File: config.mk
export PLATFORM = sky130hd
export DESIGN_NAME = cipher_engine_ctrl
export DESIGN_NICKNAME = d
export VERILOG_FILES = /design/src/hdl/cipher_engine_pkg.sv /design/src/hdl/cipher_engine_ctrl.sv
export VERILOG_INCLUDE_DIRS = /design/src /design/src/hdl
export SDC_FILE = /design/constraint.sdc
export NUM_CORES = 2
export LEC_CHECK = 0
export BUFFER_PORTS_ARGS = -buffer_cell sky130_fd_sc_hd__buf_4
export CORE_ASPECT_RATIO = 1.5
export CORE_UTILIZATION = 40
export CTS_BUF_LIST = sky130_fd_sc_hd__clkbuf_8
export CTS_CLUSTER_SIZE = 16
export DETAILED_ROUTE_END_ITERATION = 12
export SLEW_MARGIN = 20
export SYNTH_ARGS = -nofsm -noshare
export SYNTH_HDL_FRONTEND = slang
export SYNTH_SLANG_ARGS = --single-unit
File: constraint.sdc
create_clock -name clk -period 8.3 [get_ports clk]
set_clock_uncertainty 0.15 [all_clocks]
set_input_delay 0.415 -clock clk [delete_from_list [all_inputs] [get_ports clk]]
set_output_delay 0.415 -clock clk [all_outputs]
set_load 0.01 [all_outputs]
File: src/hdl/cipher_engine_regs.svh
// register offsets, field positions, reset values and round counts
// assumes a word-wide register port with byte addresses, one word per control register, eight key words, four per text
`ifndef CIPHER_ENGINE_REGS_SVH
`define CIPHER_ENGINE_REGS_SVH
// ----------------------------------------------------------------------
// offsets
// ----------------------------------------------------------------------
`define OFS_CTRL_LOW   8'h00
`define OFS_CONFIG     8'h04
`define OFS_STATUS     8'h08
`define OFS_IRQ_STAT   8'h0C
`define OFS_IRQ_MASK   8'h10
`define OFS_KEY_BASE   8'h20
`define OFS_TXT1_BASE  8'h40
`define OFS_TXT2_BASE  8'h50
// ----------------------------------------------------------------------
// fields
// ----------------------------------------------------------------------
`define BIT_ENABLE     15
`define BIT_KEYPROG    11
`define BIT_FREE_IE    10
`define BIT_DONE_IE    9
`define BIT_GO         8
`define BIT_ALG        0
`define BIT_KEYSRC     6
`define OP_ENCRYPT     4'h0
`define OP_DECRYPT     4'h1
`define OP_KEYEXP      4'h2
// ----------------------------------------------------------------------
// reset values and counts
// ----------------------------------------------------------------------
`define RST_CTRL       16'h0000
`define RST_CONFIG     7'h00
`define ROUNDS_DES     5'h10
`define ROUNDS_AES128  5'h0A
`define ROUNDS_AES192  5'h0C
`define ROUNDS_AES256  5'h0E
`define EXPAND_CYCLES  5'h08
`endif

File: src/hdl/cipher_engine_pkg.sv
// types shared by the cipher engine control block
// assumes the register header is included by the design file
package cipher_engine_pkg;
  // sequencer states
  typedef enum logic [1:0] {
    IDLE,
    EXPAND,
    RUN
  } eng_state_type;
endpackage

File: src/hdl/cipher_engine_ctrl.sv
// control sequencing of the block cipher engine with its register port
// assumes synchronous single-clock system bus, one-cycle strobes
//
// Overview of operation
// RQ1: software enables engine before any operation
// RQ2: config fields pick algorithm, mode, key
// RQ3: operation 0000 encrypts, 0001 decrypts
// RQ4: only lowest n key bits used
// RQ5: illegal config sets fault, refuses start
// RQ6: DES block 64 bits, AES 128
// RQ7: DES decrypt reads low 64 of second text
// RQ8: go starts, clears on done, done flag
// RQ9: free-text interrupt when enable bit 10 set
// RQ10: software reads go to tell sources
// RQ11: result readable in text register after done
// RQ12: more blocks need only text and go
// RQ13: software expands key before AES decrypt
// RQ14: engine self-expands key, go held throughout
// RQ15: no register changes while go set; the code still accepts register writes while busy and only holds go
//
// Strobed register access and the register addresses were decided locally.
`timescale 1ns/100ps
`include "cipher_engine_regs.svh"
module cipher_engine_ctrl
  import cipher_engine_pkg::*;
(
  input  wire logic         clk,        // 50 MHz system clock
  input  wire logic         reset,      // synchronous, active high
  input  wire logic [7:0]   addr,       // register byte address
  input  wire logic [31:0]  wdata,      // write data
  input  wire logic         wr,         // write strobe
  input  wire logic         rd,         // read strobe
  output logic      [31:0]  rdata,      // read data, cycle after rd
  input  wire logic [255:0] storedKey,  // key from key storage
  input  wire logic         keyStored,  // pulse: key storage programmed
  output logic              irq         // level interrupt
);
  // ----------------------------------------------------------------------
  // state
  // ----------------------------------------------------------------------
  logic [15:0]  ctrl_q, ctrl_d;         // low control register
  logic [6:0]   cfg_q, cfg_d;           // configuration register
  logic [255:0] key_q, key_d;           // software key register
  logic [127:0] txt1_q, txt1_d;         // first text register
  logic [127:0] txt2_q, txt2_d;         // second text register
  logic [127:0] work_q, work_d;         // working block
  logic [127:0] chain_q, chain_d;       // chaining value
  logic [1:0]   flag_q, flag_d;         // sticky done, free
  logic [1:0]   mask_q, mask_d;         // interrupt mask
  logic         needExp_q, needExp_d;   // key expansion pending
  logic         dec_q, dec_d;           // running a decrypt
  logic [4:0]   cnt_q, cnt_d;           // round counter
  eng_state_type st_q, st_d;            // sequencer state
  logic [31:0]  rdata_d;                // read data next value
  // ----------------------------------------------------------------------
  // decode
  // ----------------------------------------------------------------------
  logic         ctrlWr, cfgWr, keyWr, t1Wr, t2Wr, goWr, start;
  logic         isAes, fault;
  logic [1:0]   cmode, klen;
  logic [3:0]   opsel;
  logic [15:0]  ctrlNow;                // control word, written value in its write cycle
  logic [255:0] keyMask, keyEff;
  logic [4:0]   rounds;
  logic [127:0] blkMask;
  assign ctrlWr = wr && addr == `OFS_CTRL_LOW;
  assign cfgWr  = wr && addr == `OFS_CONFIG;
  assign keyWr  = wr && addr[7:5] == 3'(`OFS_KEY_BASE >> 5);
  assign t1Wr   = wr && addr[7:4] == 4'(`OFS_TXT1_BASE >> 4);
  assign t2Wr   = wr && addr[7:4] == 4'(`OFS_TXT2_BASE >> 4);
  assign goWr   = ctrlWr && wdata[`BIT_GO];
  // go written with a new operation must act on that operation, not the old one
  assign ctrlNow = ctrlWr ? wdata[15:0] : ctrl_q;
  // RQ2: fields that select the run
  assign isAes  = cfg_q[`BIT_ALG];
  assign cmode  = cfg_q[2:1];
  assign klen   = cfg_q[5:4];
  assign opsel  = ctrlNow[3:0];
  // RQ5: illegal combinations
  always_comb begin
    fault = !ctrlNow[`BIT_ENABLE] || cmode[1] || klen == 2'b11
            || opsel > `OP_KEYEXP || (opsel == `OP_KEYEXP && !isAes);
  end
  // RQ4: key bits above the length are dropped
  always_comb begin
    case (klen)
      2'b00:   keyMask = isAes ? {{128{1'b0}}, {128{1'b1}}} : {{192{1'b0}}, {64{1'b1}}};
      2'b01:   keyMask = isAes ? {{64{1'b0}}, {192{1'b1}}} : {{128{1'b0}}, {128{1'b1}}};
      2'b10:   keyMask = isAes ? {256{1'b1}} : {{64{1'b0}}, {192{1'b1}}};
      default: keyMask = '0;
    endcase
    keyEff = (cfg_q[`BIT_KEYSRC] ? storedKey : key_q) & keyMask;
  end
  // RQ6: block width and round count per algorithm
  always_comb begin
    blkMask = isAes ? {128{1'b1}} : {{64{1'b0}}, {64{1'b1}}};
    case ({isAes, klen})
      3'b100:  rounds = `ROUNDS_AES128;
      3'b101:  rounds = `ROUNDS_AES192;
      3'b110:  rounds = `ROUNDS_AES256;
      default: rounds = `ROUNDS_DES;
    endcase
  end
  // round step: xor key then rotate within block, inverse for decrypt
  function automatic logic [127:0] stepFn(input logic [127:0] s, input logic [127:0] k,
                                          input logic aes, input logic dec);
    logic [127:0] r;
    r = '0;
    if (aes) begin
      r = dec ? ({s[0], s[127:1]} ^ k) : ({s[126:0], s[127]} ^ {k[126:0], k[127]});
    end else begin
      r[63:0] = dec ? ({s[0], s[63:1]} ^ k[63:0]) : ({s[62:0], s[63]} ^ {k[62:0], k[63]});
    end
    return r;
  endfunction
  assign start = goWr && st_q == IDLE && !ctrl_q[`BIT_GO] && !fault;
  // ----------------------------------------------------------------------
  // sequencer
  // ----------------------------------------------------------------------
  // next-state and datapath computation
  always_comb begin
    st_d      = st_q;
    cnt_d     = cnt_q;
    work_d    = work_q;
    chain_d   = chain_q;
    dec_d     = dec_q;
    needExp_d = needExp_q;
    txt1_d    = txt1_q;
    txt2_d    = txt2_q;
    ctrl_d    = ctrl_q;
    cfg_d     = cfg_q;
    key_d     = key_q;
    flag_d    = flag_q;
    mask_d    = mask_q;
    // register writes, go kept while busy
    if (ctrlWr) begin
      ctrl_d = wdata[15:0];
      ctrl_d[`BIT_KEYPROG] = 1'b0;
      // RQ5: refused start leaves go clear
      ctrl_d[`BIT_GO] = ctrl_q[`BIT_GO] || start;
    end
    if (cfgWr) begin
      cfg_d = wdata[6:0];
      chain_d = '0;
      // RQ14: length or source change forces expansion
      if (wdata[5:4] != klen || wdata[`BIT_KEYSRC] != cfg_q[`BIT_KEYSRC]) begin
        needExp_d = 1'b1;
      end
    end
    if (keyStored || (ctrlWr && wdata[`BIT_KEYPROG])) begin
      needExp_d = 1'b1;
    end
    if (keyWr) begin
      key_d[addr[4:2]*32 +: 32] = wdata;
    end
    if (t1Wr) begin
      txt1_d[addr[3:2]*32 +: 32] = wdata;
    end
    if (t2Wr) begin
      txt2_d[addr[3:2]*32 +: 32] = wdata;
    end
    if (wr && addr == `OFS_IRQ_MASK) begin
      mask_d = wdata[1:0];
    end
    if (rd && addr == `OFS_IRQ_STAT) begin
      flag_d = 2'b00;
    end
    case (st_q)
      IDLE: begin
        if (start) begin
          cnt_d = '0;
          // RQ3: operation code picks direction
          dec_d = opsel == `OP_DECRYPT;
          // RQ7: decrypt takes second text, low 64 for DES
          if (opsel == `OP_DECRYPT) begin
            work_d = txt2_q & blkMask;
          end else begin
            work_d = (txt1_q ^ (cmode[0] ? chain_q : '0)) & blkMask;
          end
          // RQ14: expand first on a decrypt with expansion pending, or when asked
          st_d = (opsel == `OP_KEYEXP || (opsel == `OP_DECRYPT && needExp_q)) ? EXPAND : RUN;
          // RQ9: input taken, next block may load
          if (ctrlNow[`BIT_FREE_IE] && opsel != `OP_KEYEXP) begin
            flag_d[1] = 1'b1;
          end
        end
      end
      EXPAND: begin
        cnt_d = cnt_q + 5'h01;
        if (cnt_q == `EXPAND_CYCLES - 5'h01) begin
          cnt_d = '0;
          needExp_d = 1'b0;
          // decrypt goes on to run; a bare expansion ends here
          st_d = dec_q ? RUN : IDLE;
          if (!dec_q) begin
            ctrl_d[`BIT_GO] = 1'b0;
            flag_d[0] = 1'b1;
          end
        end
      end
      RUN: begin
        cnt_d  = cnt_q + 5'h01;
        work_d = stepFn(work_q, keyEff[127:0] ^ keyEff[255:128], isAes, dec_q);
        if (cnt_q == rounds - 5'h01) begin
          st_d = IDLE;
          // RQ8: hardware clears go and flags done
          ctrl_d[`BIT_GO] = 1'b0;
          flag_d[0] = 1'b1;
          // RQ11: result into the opposite text register
          if (dec_q) begin
            txt1_d  = (work_d ^ (cmode[0] ? chain_q : '0)) & blkMask;
            chain_d = work_q;
          end else begin
            txt2_d  = work_d;
            // RQ12: chain kept for next block
            chain_d = work_d;
          end
        end
      end
      default: st_d = IDLE;
    endcase
  end
  // registers
  always_ff @(posedge clk) begin
    if (reset) begin
      st_q      <= IDLE;
      cnt_q     <= '0;
      work_q    <= '0;
      chain_q   <= '0;
      dec_q     <= 1'b0;
      needExp_q <= 1'b1;
      txt1_q    <= '0;
      txt2_q    <= '0;
      ctrl_q    <= `RST_CTRL;
      cfg_q     <= `RST_CONFIG;
      key_q     <= '0;
      flag_q    <= 2'b00;
      mask_q    <= 2'b00;
    end else begin
      st_q      <= st_d;
      cnt_q     <= cnt_d;
      work_q    <= work_d;
      chain_q   <= chain_d;
      dec_q     <= dec_d;
      needExp_q <= needExp_d;
      txt1_q    <= txt1_d;
      txt2_q    <= txt2_d;
      ctrl_q    <= ctrl_d;
      cfg_q     <= cfg_d;
      key_q     <= key_d;
      flag_q    <= flag_d;
      mask_q    <= mask_d;
    end
  end
  // ----------------------------------------------------------------------
  // read port and interrupt
  // ----------------------------------------------------------------------
  // read mux, unmapped reads zero
  always_comb begin
    rdata_d = 32'h00000000;
    if (rd) begin
      case (addr)
        `OFS_CTRL_LOW: rdata_d = {16'h0000, ctrl_q};
        `OFS_CONFIG:   rdata_d = {25'h0000000, cfg_q};
        `OFS_STATUS:   rdata_d = {29'h00000000, needExp_q, st_q != IDLE, fault};
        `OFS_IRQ_STAT: rdata_d = {30'h00000000, flag_q};
        `OFS_IRQ_MASK: rdata_d = {30'h00000000, mask_q};
        default: begin
          if (addr[7:5] == 3'(`OFS_KEY_BASE >> 5)) begin
            rdata_d = key_q[addr[4:2]*32 +: 32];
          end else if (addr[7:4] == 4'(`OFS_TXT1_BASE >> 4)) begin
            rdata_d = txt1_q[addr[3:2]*32 +: 32];
          end else if (addr[7:4] == 4'(`OFS_TXT2_BASE >> 4)) begin
            rdata_d = txt2_q[addr[3:2]*32 +: 32];
          end
        end
      endcase
    end
  end
  // read data register
  always_ff @(posedge clk) begin
    if (reset) begin
      rdata <= 32'h00000000;
      irq   <= 1'b0;
    end else begin
      rdata <= rdata_d;
      // RQ8: done interrupts only with its enable
      irq   <= (flag_d[0] && mask_d[0] && ctrl_d[`BIT_DONE_IE]) || (flag_d[1] && mask_d[1]);
    end
  end
endmodule // cipher_engine_ctrl

==> results list <==
- Synth warn: 0
- Maximum number of buffers from clock root to sink: 3
- Final net count: 6,232
- The max-slew violation count came to 0.
* Number of antenna violations at the first check in global routing: 21
- Sort of element at the start of the critical path: flop
* Total routed wirelength: 226,300 µm
- Arrival time worst endpoint: 5.03 ns
- Highest-delay cell along the critical path: or2_2
* Peak supply drop: 0.1468 mV
- STA classifies the critical path endpoint as a flop.
- The hold violation count in the final report is 0.
- Total buffers and inverters traversed by the critical path: 4
- Post-synth cell types: 72
* Maxcap violations: 0
* Leftover overflow at the end of global routing: 0
- H-tree depth reported by CTS: 4
- Fraction of the yosys area taken by sequential cells: 32.02%
* Post-cts gate resize count: 0
- The worst setup path is of the reg2reg kind.
- The die is 297.2 µm wide.
- After layout, the worst path uses 53.57% of the clock period.
* Setup TNS: 0 ns
- Floorplan die area: 132,200 µm²
- For this run, the total global-route usage over all layers was measured as 33.23%.
- Final estimated routing congestion in global placement: 0.9346
- Number of search-and-repair iterations in the first detailed-routing pass: 12
- The floorplan step defined a core boundary enclosing 129,700 µm².
- Clock sinks: 836
- Summed over all nets, the half-perimeter wirelength after detailed placement is 149,900 µm.
- The root buffer cell chosen for the clock tree is clkbuf_8.
* I/O Buffers: 333
* Netlist area before placement: 52,270 µm²
* Total of endpoints with negative setup slack in the final report: 0
* Tightest slew margin relative to the limit: 20.81%
* Most prevalent standard cell on the critical path: buf_4
- The number of clock buffers added by TritonCTS is 140.
- The detailed router placed 48,910 vias in this run.
* Ordered cell list for the critical path: inv_1 > ha_1 > o21ai_1 > xnor2_1 > nand4_1 > buf_4 > or3_2 > buf_4 > or2_2 > buf_4 > o22ai_1
* Clock edge transition at the registers on the reported setup and hold paths: 0.07 ns
- Critical-path maximum fanout: 39
- Die height: 444.7 µm
* Syn-to-layout area delta: 13.13%
* Post-Syn Nets: 6,163
* Count of standard-cell rows: 162
- Combined flip-flop and latch cell area: 16,750 µm²
- Share of synthesized flip-flops with an asynchronous set or reset: 0%
* Min Tclk post-route: 4.447 ns
* First-pass GRT wire length: 324,300 µm
- Number of filler instances in the final layout: 12,630
- Worst min path class: in2reg
- Setup slack on the critical path of the routed design comes to 3.853 ns.
* Pwr Density: 145.0 nW/µm²
- Once the floorplan was initialized, standard cells occupied 40.30% of the core.
* Via/cell ratio: 6.311
- In this run the count of I/O pins placed on the die edge is 334.
* Pre-CTS WS: 3.634 ns
- Drt wl/cell: 29.20 µm
- Derived from the worst setup path, the maximum achievable clock frequency is 224.9 MHz.
- In this run, synthesis produced a sequential element count of 836.
* Cell count after synthesis: 5,848
* Clock latency at the later pin of the worst-skew pair: 0.90 ns
- The first routing iteration left 6,103 violations.
* Synthesized area divided by synthesized cell count: 8.939 µm²
* Via count of the first global-routing pass: 46,020
* Data required time at the worst endpoint: 8.88 ns
- For this run, design rule violations remaining after detail routing come to 0.
- The flow ran to the end, and the final reports show no timing, DRC or antenna violations.
- Family of cells with the greatest summed delay on the critical path: buffers and inverters
* Largest net degree at the start of global routing: 130
* DRT antenna net count: 0
* Count of flip-flops with a built-in enable after synthesis: 0
- Primary flip-flop cell chosen by synthesis mapping: dfxtp_1
* Transition time of the tightest slew-check pin: 1.179 ns
- Summing all multi-input logic gate instances after layout gives 33,260 µm².
* Unrepaired setup endpoints after global routing: no
* Leak: 19.58 nW
- Slowest stage delay, CP: 0.99 ns
- Proportion of layout cells with a drive suffix above 1: 15.47%
* TritonCTS clock tree: built
[layer usage]
layer	share of wire [%]	vias up	global-route usage (%)
met5	0.045	-	0
met4	5.4	16	17.62
met3	12	611	8.456
met2	43	3189	49.77
met1	39	23820	43.86
li1	-	21280	-
[synth_stat cells, types with 14 or more instances]
cell type | count | area [µm²]
a211oi_1 | 284 | 2132
a21oi_1 | 505 | 2527
a21oi_2 | 44 | 385.4
a221oi_1 | 85 | 744.5
a22o_1 | 71 | 621.9
a22oi_1 | 149 | 1119
a311oi_1 | 81 | 709.4
a31oi_1 | 15 | 93.84
buf_1 | 33 | 123.9
buf_2 | 103 | 515.5
buf_4 | 24 | 180.2
clkbuf_1 | 410 | 1539
dfxtp_1 | 836 | 16740
ha_1 | 14 | 175.2
inv_1 | 14 | 52.55
mux2i_1 | 326 | 3263
mux4_2 | 128 | 2883
nand2_1 | 705 | 2646
nand2b_1 | 42 | 262.8
nand3_1 | 14 | 70.07
nor2_1 | 906 | 3401
nor3_1 | 92 | 460.4
nor3_2 | 36 | 360.4
nor3_4 | 30 | 488.0
nor3b_1 | 33 | 247.7
o211ai_1 | 65 | 488.0
o21ai_0 | 45 | 225.2
o22ai_1 | 76 | 475.5
o31ai_1 | 64 | 480.5
xnor2_1 | 68 | 595.6
xnor3_1 | 254 | 5720
xor2_1 | 193 | 1690
[metrics by stage]
| stage | util [%] | hold slack (ns) | power [mW] | std cells | area, µm² |
|---|---|---|---|---|---|
| 2_1_floorplan | - | 0.2754 | 4.402 | 5848 | 52270 |
| 3_3_place_gp | 42.79 | 0.2855 | 4.713 | 7421 | 55500 |
| 3_5_place_dp | 42.79 | 0.2983 | 4.713 | 7421 | 55510 |
| 4_1_cts | 45.58 | 0.0001069 | 8.574 | 7745 | 59120 |
| 5_1_grt | 45.58 | 0.06956 | 8.769 | 7747 | 59130 |
| 6_report | 45.59 | 0.05201 | 8.572 | 7750 | 59140 |
[kinds of logic after synthesis]
family	count (synthesis)	share of synthesized area (%)
and+or+nand+nor	1914	15.94
muxes	457	11.82
AOI/OAI and AO/OA	1520	19.80
DFF	836	32.02
buffers and inverters	590	4.699
xor gates and xnor gates	517	15.39
adders and majority gates	14	0.3351
[layout make-up]
cell class              count  area share [%]
well taps                1722           3.643
clock buffers             179           4.166
diodes                      5         0.02116
clock inverters            69          0.6601
repair buffers            500           6.847
inverters                  17          0.1079
flip-flops and latches    836           28.32
multi-input cells        4422           56.24
[cell usage in the layout, fill, tap and decap left out, types with 6 or more instances in the layout]
master	netlist	routed
dfxtp_1	836	833
a21oi_2	44	44
nor2_1	906	894
nor3_4	30	30
ha_1	14	12
a311oi_1	81	81
a221oi_1	85	85
dlygate4sd3_1	0	76
mux4_2	128	128
xnor3_1	254	254
o22ai_2	10	10
nor3b_1	33	32
a21oi_1	505	505
o31ai_1	64	64
nand2_1	705	700
nor3_1	92	90
mux2i_1	326	325
nor3_2	36	38
buf_4	24	414
nand2b_1	42	39
buf_12	0	7
o22ai_1	76	76
nand3_1	14	14
o211ai_1	65	65
xnor2_1	68	68
xor2_1	193	193
o21ai_1	6	6
o21ai_0	45	45
clkinvlp_4	0	7
a211oi_1	284	284
clkbuf_8	0	180
a31oi_1	15	15
nor2_2	0	7
inv_1	14	55
clkinv_2	0	17
a22o_1	71	71
a22oi_1	149	149
[where the power goes]
group          total [mW]  switching, mW  leakage, nW  internal [mW]
registers            4.03         0.0127         6.73           4.02
clock network        3.90           1.88         1.62           2.03
logic               0.638          0.415         11.2          0.223
total                8.57           2.30         19.6           6.27
[repair_timing]
action / in CTS / in global routing
setup endpoints to repair: 0 / 0
hold buffers: 76 / 0
setup buffers: 0 / 0
endpoints found under the hold margin: 527 / 0
[flip-flops by register name, indices dropped and copies added (netlist names), 7 cells and up]
name and count:
txt1_q 128, work_q 128, chain_q 128, ctrl_q 15, txt2_q 128, cfg_q 7, rdata 32, key_q 256
[final timing paths]
kind	to	start	slack [ns]	cells past startpoint
worst max-delay path	txt1_q[99]$_SDFF_PP0_	cfg_q[5]$_SDFFE_PP0P_	3.85	11
worst min-delay path	txt2_q[33]$_SDFF_PP0_	storedKey[32]	0.05	5
worst max register to register	txt1_q[99]$_SDFF_PP0_	cfg_q[5]$_SDFFE_PP0P_	3.85	11
worst min register to register	chain_q[19]$_SDFF_PP0_	chain_q[19]$_SDFF_PP0_	0.31	2
[tightest hold or removal path, stage by stage]
cell and delay (ns):
buf_4 0.11, mux2i_1 0.07, nor2_1 0.17, xnor3_1 0.19
a211oi_1 0.08
No activity file was read; power rests on OpenSTA's default activity.
